`src/hdl/rcs_pkg.sv`:
```
package rcs_pkg;

    // ****************************************
    // Timing constants
    // ****************************************
    localparam int RCS_CLK_MHZ = 100;
    localparam int RCS_STRETCH_CYC = 512;
    localparam int RCS_RELEASE_CYC = 10;
    localparam int RCS_MOD_RESET_CYC = 4;
    localparam int RCS_BUS_WAIT_CYC = 64;
    localparam int RCS_CNT_W = 10;
    localparam logic [RCS_CNT_W-1:0] RCS_STRETCH_LAST = RCS_CNT_W'(RCS_STRETCH_CYC - 1);
    localparam logic [RCS_CNT_W-1:0] RCS_RELEASE_LAST = RCS_CNT_W'(RCS_RELEASE_CYC - 1);
    localparam logic [RCS_CNT_W-1:0] RCS_CNT_RST = 10'h000;

    // ****************************************
    // Types
    // ****************************************
    typedef enum logic [2:0] {
        RCS_ST_POR,
        RCS_ST_RUN,
        RCS_ST_WAIT_BUS,
        RCS_ST_EXT_HELD,
        RCS_ST_DRIVE,
        RCS_ST_RELEASE
    } rcs_state_t;

    typedef struct packed {
        logic pin_o;
        logic pin_oe;
    } rcs_pin_t;

    typedef struct packed {
        logic [1:0] mode_bits;
        logic boot_sel;
    } rcs_cfg_t;

    localparam logic [1:0] RCS_MODE_RST = 2'h0;
    localparam logic RCS_BOOT_RST = 1'h0;

endpackage

```
`src/hdl/rcs_reset_control_sequencer.sv`:
```
`timescale 1ns/1ps
module rcs_reset_control_sequencer
    import rcs_pkg::*;
#(
    parameter int BUS_WAIT = RCS_BUS_WAIT_CYC
) (
    input wire logic clk,
    input wire logic nrst,
    input wire logic reset_pin_i,
    output logic reset_pin_o,
    output logic reset_pin_oe,
    input wire logic int_reset_req,
    input wire logic catastrophic_req,
    input wire logic supply_ok,
    input wire logic pll_lock,
    input wire logic bus_cycle_active,
    input wire logic [1:0] mode_pins,
    input wire logic boot_pin,
    output logic [1:0] cfg_mode,
    output logic cfg_boot,
    output logic internal_reset,
    output logic module_reset,
    output logic cpu_abort,
    output logic cpu_start,
    output logic pins_inactive
);
    // ****************************************
    // Input synchronisation
    // ****************************************
    logic [5:0] raw_in;
    logic [5:0] syn_in;
    logic pin_s, lock_s, vok_s;
    logic [1:0] mode_s;
    logic boot_s;

    assign raw_in = {reset_pin_i, pll_lock, supply_ok, mode_pins, boot_pin};

    rcs_sync #(.W(6), .INIT(6'h01)) u_sync (
        .clk(clk),
        .nrst(nrst),
        .d(raw_in),
        .q(syn_in)
    );

    // Pin reads low at reset so a power-up is never taken as a released pin
    assign pin_s = syn_in[5];
    assign lock_s = syn_in[4];
    assign vok_s = syn_in[3];
    assign mode_s = syn_in[2:1];
    assign boot_s = syn_in[0];

    // ****************************************
    // Sequencer
    // ****************************************
    rcs_state_t st_r, st_nxt;
    logic [RCS_CNT_W-1:0] cnt_r, cnt_nxt;
    logic phase_r, phase_nxt;
    logic [15:0] wait_r, wait_nxt;
    logic [2:0] irst_cnt_r, irst_cnt_nxt;
    rcs_pin_t pin_r, pin_nxt;
    rcs_cfg_t cfg_r, cfg_nxt;
    logic irst_r, irst_nxt;
    logic mrst_r, mrst_nxt;
    logic abort_r, abort_nxt;
    logic start_r, start_nxt;
    logic inact_r, inact_nxt;
    logic last_cnt;

    // Shared counter, phase flag picks the terminal count
    assign last_cnt = phase_r ? (cnt_r == RCS_RELEASE_LAST) : (cnt_r == RCS_STRETCH_LAST);

    always_comb begin
        st_nxt = st_r;
        cnt_nxt = cnt_r;
        phase_nxt = phase_r;
        wait_nxt = wait_r;
        pin_nxt = pin_r;
        cfg_nxt = cfg_r;
        irst_nxt = irst_r;
        abort_nxt = 1'b0;
        start_nxt = 1'b0;
        inact_nxt = inact_r;
        case (st_r)
            RCS_ST_POR: begin
                // Pin held low until supply good and PLL locked, then a drive period
                pin_nxt = '{pin_o: 1'b0, pin_oe: 1'b1};
                irst_nxt = !vok_s;
                cnt_nxt = RCS_CNT_RST;
                phase_nxt = 1'b0;
                if (vok_s && lock_s) begin
                    st_nxt = RCS_ST_DRIVE;
                end
            end
            RCS_ST_RUN: begin
                pin_nxt = '{pin_o: 1'b1, pin_oe: 1'b0};
                inact_nxt = 1'b0;
                wait_nxt = 16'h0000;
                if (catastrophic_req) begin
                    // Catastrophic requests skip the bus-cycle wait
                    st_nxt = RCS_ST_DRIVE;
                    abort_nxt = 1'b1;
                    cnt_nxt = RCS_CNT_RST;
                    phase_nxt = 1'b0;
                end else if (!pin_s || int_reset_req) begin
                    st_nxt = RCS_ST_WAIT_BUS;
                end
            end
            RCS_ST_WAIT_BUS: begin
                // Let a write finish, but never wait beyond the bus bound
                wait_nxt = wait_r + 16'h0001;
                if (!bus_cycle_active || catastrophic_req || wait_r >= 16'(BUS_WAIT - 1)) begin
                    abort_nxt = 1'b1;
                    irst_nxt = 1'b1;
                    inact_nxt = 1'b1;
                    cnt_nxt = RCS_CNT_RST;
                    phase_nxt = 1'b0;
                    st_nxt = pin_s ? RCS_ST_DRIVE : RCS_ST_EXT_HELD;
                end
            end
            RCS_ST_EXT_HELD: begin
                // Source still drives low; count starts once it lets go
                pin_nxt = '{pin_o: 1'b1, pin_oe: 1'b0};
                if (pin_s) begin
                    st_nxt = RCS_ST_DRIVE;
                    cnt_nxt = RCS_CNT_RST;
                    phase_nxt = 1'b0;
                end
            end
            RCS_ST_DRIVE: begin
                pin_nxt = '{pin_o: 1'b0, pin_oe: 1'b1};
                irst_nxt = 1'b1;
                inact_nxt = 1'b1;
                cfg_nxt = '{mode_bits: mode_s, boot_sel: boot_s};
                if (last_cnt && !int_reset_req) begin
                    st_nxt = RCS_ST_RELEASE;
                    cnt_nxt = RCS_CNT_RST;
                    phase_nxt = 1'b1;
                end else if (!last_cnt) begin
                    cnt_nxt = cnt_r + 10'h001;
                end
            end
            RCS_ST_RELEASE: begin
                pin_nxt = '{pin_o: 1'b1, pin_oe: 1'b0};
                if (last_cnt) begin
                    cnt_nxt = RCS_CNT_RST;
                    phase_nxt = 1'b0;
                    if (pin_s) begin
                        st_nxt = RCS_ST_RUN;
                        irst_nxt = 1'b0;
                        start_nxt = 1'b1;
                    end else begin
                        st_nxt = RCS_ST_DRIVE;
                    end
                end else begin
                    cnt_nxt = cnt_r + 10'h001;
                end
            end
            default: begin
                st_nxt = RCS_ST_POR;
            end
        endcase
        // Pin follows the next state, so drive and release line up with the shared counter
        if (st_nxt == RCS_ST_POR || st_nxt == RCS_ST_DRIVE) begin
            pin_nxt = '{pin_o: 1'b0, pin_oe: 1'b1};
        end else begin
            pin_nxt = '{pin_o: 1'b1, pin_oe: 1'b0};
        end
    end

    // Module reset after five cycles of internal reset
    always_comb begin
        irst_cnt_nxt = irst_cnt_r;
        mrst_nxt = mrst_r;
        if (!irst_r) begin
            irst_cnt_nxt = 3'h0;
            mrst_nxt = 1'b0;
        end else if (irst_cnt_r < 3'(RCS_MOD_RESET_CYC)) begin
            irst_cnt_nxt = irst_cnt_r + 3'h1;
        end else begin
            mrst_nxt = 1'b1;
        end
    end

    // No edges without a running clock, so nrst drives the pin low asynchronously
    always_ff @(posedge clk or negedge nrst) begin
        if (!nrst) begin
            st_r <= RCS_ST_POR;
            cnt_r <= RCS_CNT_RST;
            phase_r <= 1'b0;
            wait_r <= 16'h0000;
            irst_cnt_r <= 3'h0;
            pin_r <= '{pin_o: 1'b0, pin_oe: 1'b1};
            cfg_r <= '{mode_bits: RCS_MODE_RST, boot_sel: RCS_BOOT_RST};
            irst_r <= 1'b1;
            mrst_r <= 1'b1;
            abort_r <= 1'b0;
            start_r <= 1'b0;
            inact_r <= 1'b1;
        end else begin
            st_r <= st_nxt;
            cnt_r <= cnt_nxt;
            phase_r <= phase_nxt;
            wait_r <= wait_nxt;
            irst_cnt_r <= irst_cnt_nxt;
            pin_r <= pin_nxt;
            cfg_r <= cfg_nxt;
            irst_r <= irst_nxt;
            mrst_r <= mrst_nxt;
            abort_r <= abort_nxt;
            start_r <= start_nxt;
            inact_r <= inact_nxt;
        end
    end

    assign reset_pin_o = pin_r.pin_o;
    assign reset_pin_oe = pin_r.pin_oe;
    assign cfg_mode = cfg_r.mode_bits;
    assign cfg_boot = cfg_r.boot_sel;
    assign internal_reset = irst_r;
    assign module_reset = mrst_r;
    assign cpu_abort = abort_r;
    assign cpu_start = start_r;
    assign pins_inactive = inact_r;
endmodule // rcs_reset_control_sequencer

```
`src/hdl/rcs_sync.sv`:
```
`timescale 1ns/1ps
// ****************************************
// Two-stage synchroniser
// ****************************************
module rcs_sync #(
    parameter int W = 1,
    parameter logic [W-1:0] INIT = '0
) (
    input wire logic clk,
    input wire logic nrst,
    input wire logic [W-1:0] d,
    output logic [W-1:0] q
);
    logic [W-1:0] meta_r;

    always_ff @(posedge clk or negedge nrst) begin
        if (!nrst) begin
            meta_r <= INIT;
            q <= INIT;
        end else begin
            meta_r <= d;
            q <= meta_r;
        end
    end
endmodule // rcs_sync

```
`config.mk`:
```
export PLATFORM = sky130hd
export DESIGN_NAME = rcs_reset_control_sequencer
export DESIGN_NICKNAME = d
export VERILOG_FILES = /design/src/hdl/rcs_pkg.sv /design/src/hdl/rcs_reset_control_sequencer.sv /design/src/hdl/rcs_sync.sv
export SDC_FILE = /design/constraint.sdc
export NUM_CORES = 1
export LEC_CHECK = 0
export ABC_AREA = 0
export BUFFER_PORTS_ARGS = -buffer_cell sky130_fd_sc_hd__buf_2
export CAP_MARGIN = 20
export CORE_ASPECT_RATIO = 0.9
export CORE_MARGIN = 8
export CORE_UTILIZATION = 46
export CTS_CLUSTER_DIAMETER = 150
export CTS_CLUSTER_SIZE = 25
export DETAILED_ROUTE_END_ITERATION = 16
export PLACE_DENSITY = 0.63
export SLEW_MARGIN = 20
export SYNTH_ARGS = -nofsm -noshare
export SYNTH_HDL_FRONTEND = slang
export SYNTH_SLANG_ARGS = --single-unit
```
`constraint.sdc`:
```
create_clock -name clk -period 2.6 [get_ports clk]
set_input_delay 0.13 -clock clk [delete_from_list [all_inputs] [get_ports clk]]
set_output_delay 0.13 -clock clk [all_outputs]
set_load 0.005 [all_outputs]
```
-- Yosys cells after proc, flatten, opt, wreduce, memory -nomap -nowiden
Index checks and enable logic that the tools add are counted.
W data, S select, Z words.
- register bits after elaboration: 55
- input bits: 11
- word-level logic and storage cells: 98
- add/sub/neg operators: 3
- $lt $le $gt $ge: 2
- equality and inequality tests: 17
- muxes and demuxes: 40
- reduce and logical (&&, ||, !) cells: 20
- operator list (operator ; number):
    $mux W10 ; 6
    $pmux W10 S6 ; 1
    $mux W3 ; 11
    $pmux W16 S2 ; 1
    $pmux W3 S6 ; 1
    $add A16 B1 Y16 const B ; 1
    $ge A16 B6 Y1 const B ; 1
    $mux W1 ; 15
    $add A10 B1 Y10 const B ; 1
    $eq A10 B4 Y1 const B ; 1
    $eq A10 B9 Y1 const B ; 1
    $ne A2 B2 Y1 const B ; 5
    $eq A3 B3 Y1 const B ; 3
    $eq A3 B2 Y1 const B ; 2
    $logic_not A3 Y1 ; 2
    $ne A2 B1 Y1 const B ; 3
    $pmux W1 S6 ; 1
    $reduce_and A6 Y1 ; 1
    $reduce_bool A6 Y1 ; 1
    $reduce_and A5 Y1 ; 1
    $logic_not A1 Y1 ; 4
    $logic_or A1 B1 Y1 ; 4
    $pmux W1 S4 ; 1
    $reduce_and A4 Y1 ; 1
    12 further kinds ; 13

-- Longest topological paths before layout
Gate-level depths: netlist of run 1.
- word-level depth: 8
- depth in mapped cells: 6
- depth with buffers taken out: 6

-- Hierarchy
Synthesis of run 1 repeated with hierarchy kept, for this count alone.
- cells, all modules: 244
- area total of the unflattened synthesis: 2570.0 um2
- by module, submodules not included (module ; times used ; cells an instance ; area an instance (um2)):
    rcs_reset_control_sequencer ; 1 ; 232 ; 2267.2
    rcs_sync ; 1 ; 12 ; 302.8

-- Worst setup path before layout of run 1
OpenSTA, ideal clock, no wires.
- kind: reg2reg
- start: register wait_r[0]
- end: register phase_r
- arrival: 1.757 ns
- slack: 0.719 ns
- cell stages (with the launch flop): 7
- buffers on the path: 0
- cells stage by stage: dfrtp_1 > ha_1 > nand3_2 > o2111ai_1 > o221a_4 > o211ai_1 > mux2_2
- longest elaborated chain between the ends: 4
- RTL lines (what ; line ; source):
    start, declared ; rcs_reset_control_sequencer.sv:58 ; logic [15:0] wait_r, wait_nxt;
    start signal, assigned ; rcs_reset_control_sequencer.sv:203 ; wait_r <= wait_nxt;
    $ge A16 B6 Y1 ; rcs_reset_control_sequencer.sv:111 ; if (!bus_cycle_active || catastrophic_req || wait_r >= 16'(BUS_WAIT - 1)) begin
    $logic_or A1 B1 Y1 ; rcs_reset_control_sequencer.sv:111 ;
    $ne A2 B2 Y1 (no source line) ; n/a ;
    $reduce_and A6 Y1 (no source line) ; n/a ;
    end signal, assigned ; rcs_reset_control_sequencer.sv:202 ; phase_r <= phase_nxt;
    end, declared ; rcs_reset_control_sequencer.sv:57 ; logic phase_r, phase_nxt;
Every way passes these cells.
A chain may end at the register's enable or synchronous reset.

-- Final worst setup path of run 1
- start: register wait_r[0]
- end: register cnt_r[8]
- longest elaborated chain between the ends: 4
- RTL lines (what ; line ; source):
    $ge A16 B6 Y1 ; rcs_reset_control_sequencer.sv:111 ;
    $logic_or A1 B1 Y1 ; rcs_reset_control_sequencer.sv:111 ;
    $ne A2 B2 Y1 (no source line) ; n/a ;
    $reduce_and A5 Y1 (no source line) ; n/a ;
    end signal, assigned ; rcs_reset_control_sequencer.sv:201 ; cnt_r <= cnt_nxt;
    end, declared ; rcs_reset_control_sequencer.sv:56 ; logic [RCS_CNT_W-1:0] cnt_r, cnt_nxt;
Every way passes these cells.

==> results.toml, run 1 <==
[detailed_routing]
dr.max_layer_used = "met4"
ant_nets = 0
drc = 0
wl_um = 5089
firstDrtPassIters = 4
avgRoutedWirePerCell_um = 15.06
vias = 1942
wl_met3_um = 381
first_iter_violations = 84
wl_met2_um = 2025
wl_met1_um = 2641
vias_per_cell = 5.746

[pwr]
power_density_mw_per_mm2 = 507.5
vdd_drop_max_mv = 0.3778
leakage_nw = 1.328

[synthesis]
avgSynthCellArea_um2 = 10.91
yosys-top-cells-count = "49 x dfrtp_1, 21 x nand2_1, 15 x nor2_1, 14 x o21ai_0, 11 x nand3_1"
synth_warnings = 0
synthesis.area_mm2 = 0.002565
syn_inst = 235
synthFlopType = "dfrtp_1"
synthTopCellsByArea = "dfrtp_1 48%, dfstp_2 6.1%, nand2_1 3.1%"
synth_enable_flop_cells = 0
yosysTopAreaCellShare = 0.4780
ys_ff_latch = 55
synth_nets = 249
synth.most_common_cell = "dfrtp_1"
async_flop_share = 1.000
synth_top_area_cell = "dfrtp_1"
synth-seq-area-share = 0.5395
synth_cell_types = 52

[clock_tree]
cts_tree = "yes"
cts_buffers = 5
cts.sinks = 55
clockBufferDepth = 2
htree_levels = 2
cts-root-buf = "clkbuf_8"
clkTransAtPathRegs_ps = 100
clk_latency_ps = 300
post_cts_resized = 0

[global_routing]
grt_pass1_vias = 1826
grt_pass1_wl_um = 8880
overflow = 0
antenna_found_initial = 0
grt_use_total = 0.1339
grt_max_degree = 41

[worst_setup_path]
cp-end-kind = "flop"
critical_path.startpoint_type = "flop"
crit_family = "compound AO/OA/AOI/OAI gates"
crit_path_cell_trace = "ha_1, nand3_2, o2111ai_1, o221a_4, nand2_1, a221o_1"
slowest_delay_ps = 480
crit_slowest_cell = "o2111ai_1"
timing.critical_path.fanout_max = 10
cp.required_ps = 2790
critPathBufInv = 0
arrival_ps = 2340
path_class = "reg2reg"

[flow_run]
cap_violations = 0

[sta]
setup_ws_ps = 446.5
finalCritPeriodShare = 0.8283
worstMarginPinSlew_ps = 875.4
slew_violations = 0
period_minus_slack_ps = 2154
fin_tns_setup_ps = 0
hold_violations = 0
fmax_mhz = 464.4
rsz0062_at_grt = "no"
setup_viol = 0
finalClockSkew_ps = 6.592
relSlewSlack = 0.4164

[floorplan]
row_count = 25
dieHeight_um = 86.84
coreArea_mm2 = 0.005318
start_util = 0.4824
die_w_um = 94.71
die_area_mm2 = 0.008225
ioPinCount = 21

[run_status]
outcome = "complete, no violations"

[final_layout]
fin_nets = 284
drive_above_1_share = 0.1919
antennaDiodeCount = 0
area_delta_synth_final_pct = 15.22
nFillCells = 484

[placement]
pre_cts_slack_ps = 496.9
port-buffer-count = 20
dp_hpwl_um = 3563
gp_congestion = 0.8300

[worst_hold_path]
hold_path_class = "in2reg"
[metrics by stage]
| stage | total power [mW] | area, um^2 | util | instances | hold WS [ps] |
|---|---|---|---|---|---|
| after detailed placement | 0.9301 | 2768 | 0.5205 | 323 | 236.7 |
| after global placement | 0.9299 | 2768 | 0.5205 | 323 | 235.7 |
| after floorplan | 0.8965 | 2565 | - | 235 | -165.6 |
| after global routing | 1.558 | 2955 | 0.5558 | 338 | 209.5 |
| after CTS | 1.526 | 2955 | 0.5558 | 338 | 185.4 |
| final | 1.500 | 2955 | 0.5558 | 338 | 195.0 |
[cell families after synthesis]
logic type | after synthesis | share of synthesized area
xor+xnor | 2 | 0.006831
simple gates | 95 | 0.2049
fa+ha+maj | 3 | 0.01464
flops | 55 | 0.5395
compound gates | 56 | 0.1659
mux | 11 | 0.04488
buf+inv | 13 | 0.02342
[worst min-delay path: cells and delay by family]
kind / cells / cell delay, ps
AOI/OAI and AO/OA: 1 / 100
buffers and inverters: 2 / 220
[path summary, 6_finish.rpt]
| check | from | cells past startpoint | end | slack [ps] |
|---|---|---|---|---|
| min in group asynchronous | nrst | 2 | wait_r[4] | 470 |
| max | wait_r[0] | 6 | cnt_r[8] | 450 |
| min | catastrophic_req | 3 | cpu_abort | 200 |
| max reg2reg | wait_r[0] | 6 | cnt_r[8] | 450 |
| min reg2reg | u_sync.meta_r[1] | 0 | u_sync.q[1] | 350 |
| max in group asynchronous | nrst | 3 | u_sync.q[0] | 1390 |
[routing by layer]
layer | global-route usage | up-vias
li1 | - | 953
met4 | 0.03824 | 0
met1 | 0.2032 | 925
met3 | 0.03368 | 5
met5 | 0 | -
met2 | 0.1793 | 59
[state kept, by name (all words and copies together) (netlist names), 2 cells and up]
| register | flops |
|---|---|
| u_sync.q | 6 |
| irst_cnt_r | 3 |
| u_sync.meta_r | 6 |
| cnt_r | 10 |
| wait_r | 16 |
| st_r | 3 |
| cfg_mode | 2 |
[cell type report]
type                    instances  area [um^2]  area share
repair buffers                 34        222.7     0.07536
flip-flops and latches         55         1384      0.4682
well taps                      67        83.83     0.02837
inverters                       7        26.28    0.008891
clock buffers                   6        82.58     0.02794
clock inverters                 2        35.03     0.01185
multi-input cells             167         1121      0.3793
[cells in the final DEF (no fill, tap or decap), types with 7 or more instances in the layout]
cell type	Yosys	routed
o21ai_0	14	14
buf_4	1	7
nand3_1	11	11
mux2i_1	7	7
nand2_1	21	21
buf_2	0	20
dfrtp_1	49	49
and3_1	7	7
dlygate4sd3_1	0	7
nor2_1	15	15
nor3_1	8	8
inv_1	7	7
[where the power goes]
group          total [mW]  switching [mW]  leakage [nW]  internal [mW]
Combinational      0.0468          0.0269         0.585         0.0199
Clock               0.580           0.268        0.0612          0.312
Sequential          0.873         0.00539         0.682          0.868
[timing repair]
action | 4_1_cts | 5_1_grt
endpoints found under the hold margin | 40 | 0
setup buffers | 0 | 0
hold buffers | 7 | 0
Power figures use the tool's default switching activity.
==> run 2, diff against run 1 <==
clock period = 2.2 ns   (was 2.6 ns; I/O delays follow)
==> run 2 against run 1 <==
Effect of this change:
- wire length up 6.2%
- critical path depth down 1
- count of clock-buffer cells in the layout unchanged
- die area unchanged
- sequential share of layout area down 0.86 points
- worst hold slack worse by 6.6 ps
- utilization up 1.0 points
- worst setup slack worse by 270 ps
- combinational power up 22%
- register-to-register slack worse by 270 ps
- final area up 1.9%
- largest cell class unchanged
==> results.toml, run 2 (synthesized netlist as in run 1, its figures left out) <==
[final_layout]
largest_reg_flops = 16
layout.cells.non_filler = 342
multi_input_area_mm2 = 0.001134
largestRegisters = "wait_r x16, cnt_r x10"
seq_area_mm2 = 0.001384
antennaDiodeCount = 0
drive_above_1_share = 0.2109
final_common_cell = "dfrtp_1"
final_util = 0.5661
fin_nets = 288
nFillCells = 467
regMostFlops = "wait_r"
area_delta_synth_final_pct = 17.37
layout_common_cells = "49 x dfrtp_1, 21 x nand2_1, 20 x buf_2, 15 x nor2_1, 14 x o21ai_0"

[worst_setup_path]
rrSetupSlack_ps = 180
cp-end-kind = "flop"
crit_path_cell_trace = "nor4_1, and4b_1, o2111ai_1, and2_1, a32o_1"
reg2reg_depth = 5
slowest_delay_ps = 430
timing.critical_path.fanout_max = 8
critical_path.startpoint_type = "flop"
cp.required_ps = 2400
arrival_ps = 2220
crit_slowest_cell = "dfrtp_1"
path_class = "reg2reg"
r2r-end = "cnt_r[2]"
r2r-start = "cnt_r[4]"

[placement]
dp_hpwl_um = 3835
gp_congestion = 0.8012
port-buffer-count = 20
dp_cells = 327
pre_cts_slack_ps = 127.2

[clock_tree]
cts-root-buf = "clkbuf_8"
cts.sinks = 55
htree_levels = 2
clkTransAtPathRegs_ps = 90
clk_latency_ps = 310
clockBufferDepth = 2
cts_tree = "yes"
cts_buffers = 5
post_cts_buffers = 0

[floorplan]
die_area_mm2 = 0.008225
ioPinCount = 21
row_count = 25
die_w_um = 94.71
start_util = 0.4824
coreArea_mm2 = 0.005318
dieHeight_um = 86.84

[detailed_routing]
drc = 0
wl_um = 5406
firstDrtPassIters = 5
vias_per_cell = 5.725
avgRoutedWirePerCell_um = 15.81
ant_nets = 0
vias = 1958
first_iter_violations = 122

[sta]
worstMarginPinSlew_ps = 675.3
setup_ws_ps = 178.7
slew_violations = 0
rsz0062_at_grt = "no"
finalClockSkew_ps = 6.416
hold_violations = 0
relSlewSlack = 0.5498
finalCritPeriodShare = 0.9188
fmax_mhz = 494.7
setup_viol = 0
period_minus_slack_ps = 2021
fin_tns_setup_ps = 0

[pwr]
p_seq_frac = 0.581
power_density_mw_per_mm2 = 590.7
switching_share = 0.2017
p_switching_mw = 0.3586
leakage_nw = 1.354
vdd_drop_max_mv = 0.4915
power_frac_clock = 0.387
p_int_mw = 1.419
power_frac_comb = 0.032

[global_routing]
overflow = 0
antenna_found_initial = 0
grt_pass1_vias = 1929
grt_pass1_wl_um = 9384
grt_use_total = 0.1423
grt_max_degree = 30

[worst_hold_path]
hold_end = "cpu_abort"
whs_path_depth = 3
hold_path_class = "in2reg"
holdCritStartpoint = "catastrophic_req"

[flow_run]
cap_violations = 0

[run_status]
outcome = "complete, no violations"
==> run 2: cell count changes in the layout (fill, tap and decap cells not counted) <==
cell,previous run,this run
nor4_2,0,1
buf_12,0,1
buf_4,7,10
o2111ai_2,0,1
o2111ai_1,2,1
nor4_1,4,3
==> run 2: power by group through the flow <==
| stage | Combinational, mW | Clock [mW] | Sequential, mW |
|---|---|---|---|
| 3_5_place_dp | 0.0486 | 0 | 1.05 |
| 2_1_floorplan | 0.00906 | 0 | 1.05 |
| 4_1_cts | 0.0582 | 0.703 | 1.03 |
| 6_report | 0.0571 | 0.689 | 1.03 |
| 3_3_place_gp | 0.0484 | 0 | 1.05 |
| 5_1_grt | 0.0644 | 0.743 | 1.03 |
==> run 2: per-stage QoR <==
stage	instance area [um^2]	hold slack [ps]	power (mW)
CTS	2998	174.4	1.794
global placement	2810	185.1	1.100
floorplan	2565	-185.6	1.059
global route	3010	216.1	1.842
finish	3010	188.4	1.778
detailed placement	2810	177.0	1.101
==> run 2: critical path: cells and delay by family (launching register included) <==
kind	cells	cell delay, ps
flip-flops	1	430
AND/OR/NAND/NOR	3	870
AO/OA/AOI/OAI	2	620
==> run 2: worst max path at each step <==
stage	start	end	slack (ps)
after global routing	cnt_r[6]	cnt_r[2]	50
after floorplan	wait_r[0]	phase_r	320
after detailed placement	wait_r[12]	phase_r	130
after global placement	wait_r[12]	phase_r	170
final	cnt_r[4]	cnt_r[2]	180
after CTS	wait_r[0]	cnt_r[6]	100
==> run 2: repair_timing <==
action                     4_1_cts  5_1_grt
resized for setup                0        2
hold endpoints to repair        30        0
hold buffers                     7        0
setup endpoints to repair        0        7
==> run 2: per-layer routing <==
layer,vias to the layer above,GRT usage,wire [um],share of wire
met5,-,0,0,0
met4,0,0.04674,58,0.011
met3,5,0.03627,287,0.053
met2,40,0.2140,2327,0.43
met1,954,0.1935,2733,0.51
li1,959,-,-,-
==> run 2: area by class of cell <==
class	count	share of cell area
flip-flops and latches	55	0.4597
multi-input cells	167	0.3766
repair buffers	38	0.08811
well taps	67	0.02785
clock buffers	6	0.02743
clock inverters	2	0.01164
inverters	7	0.008728
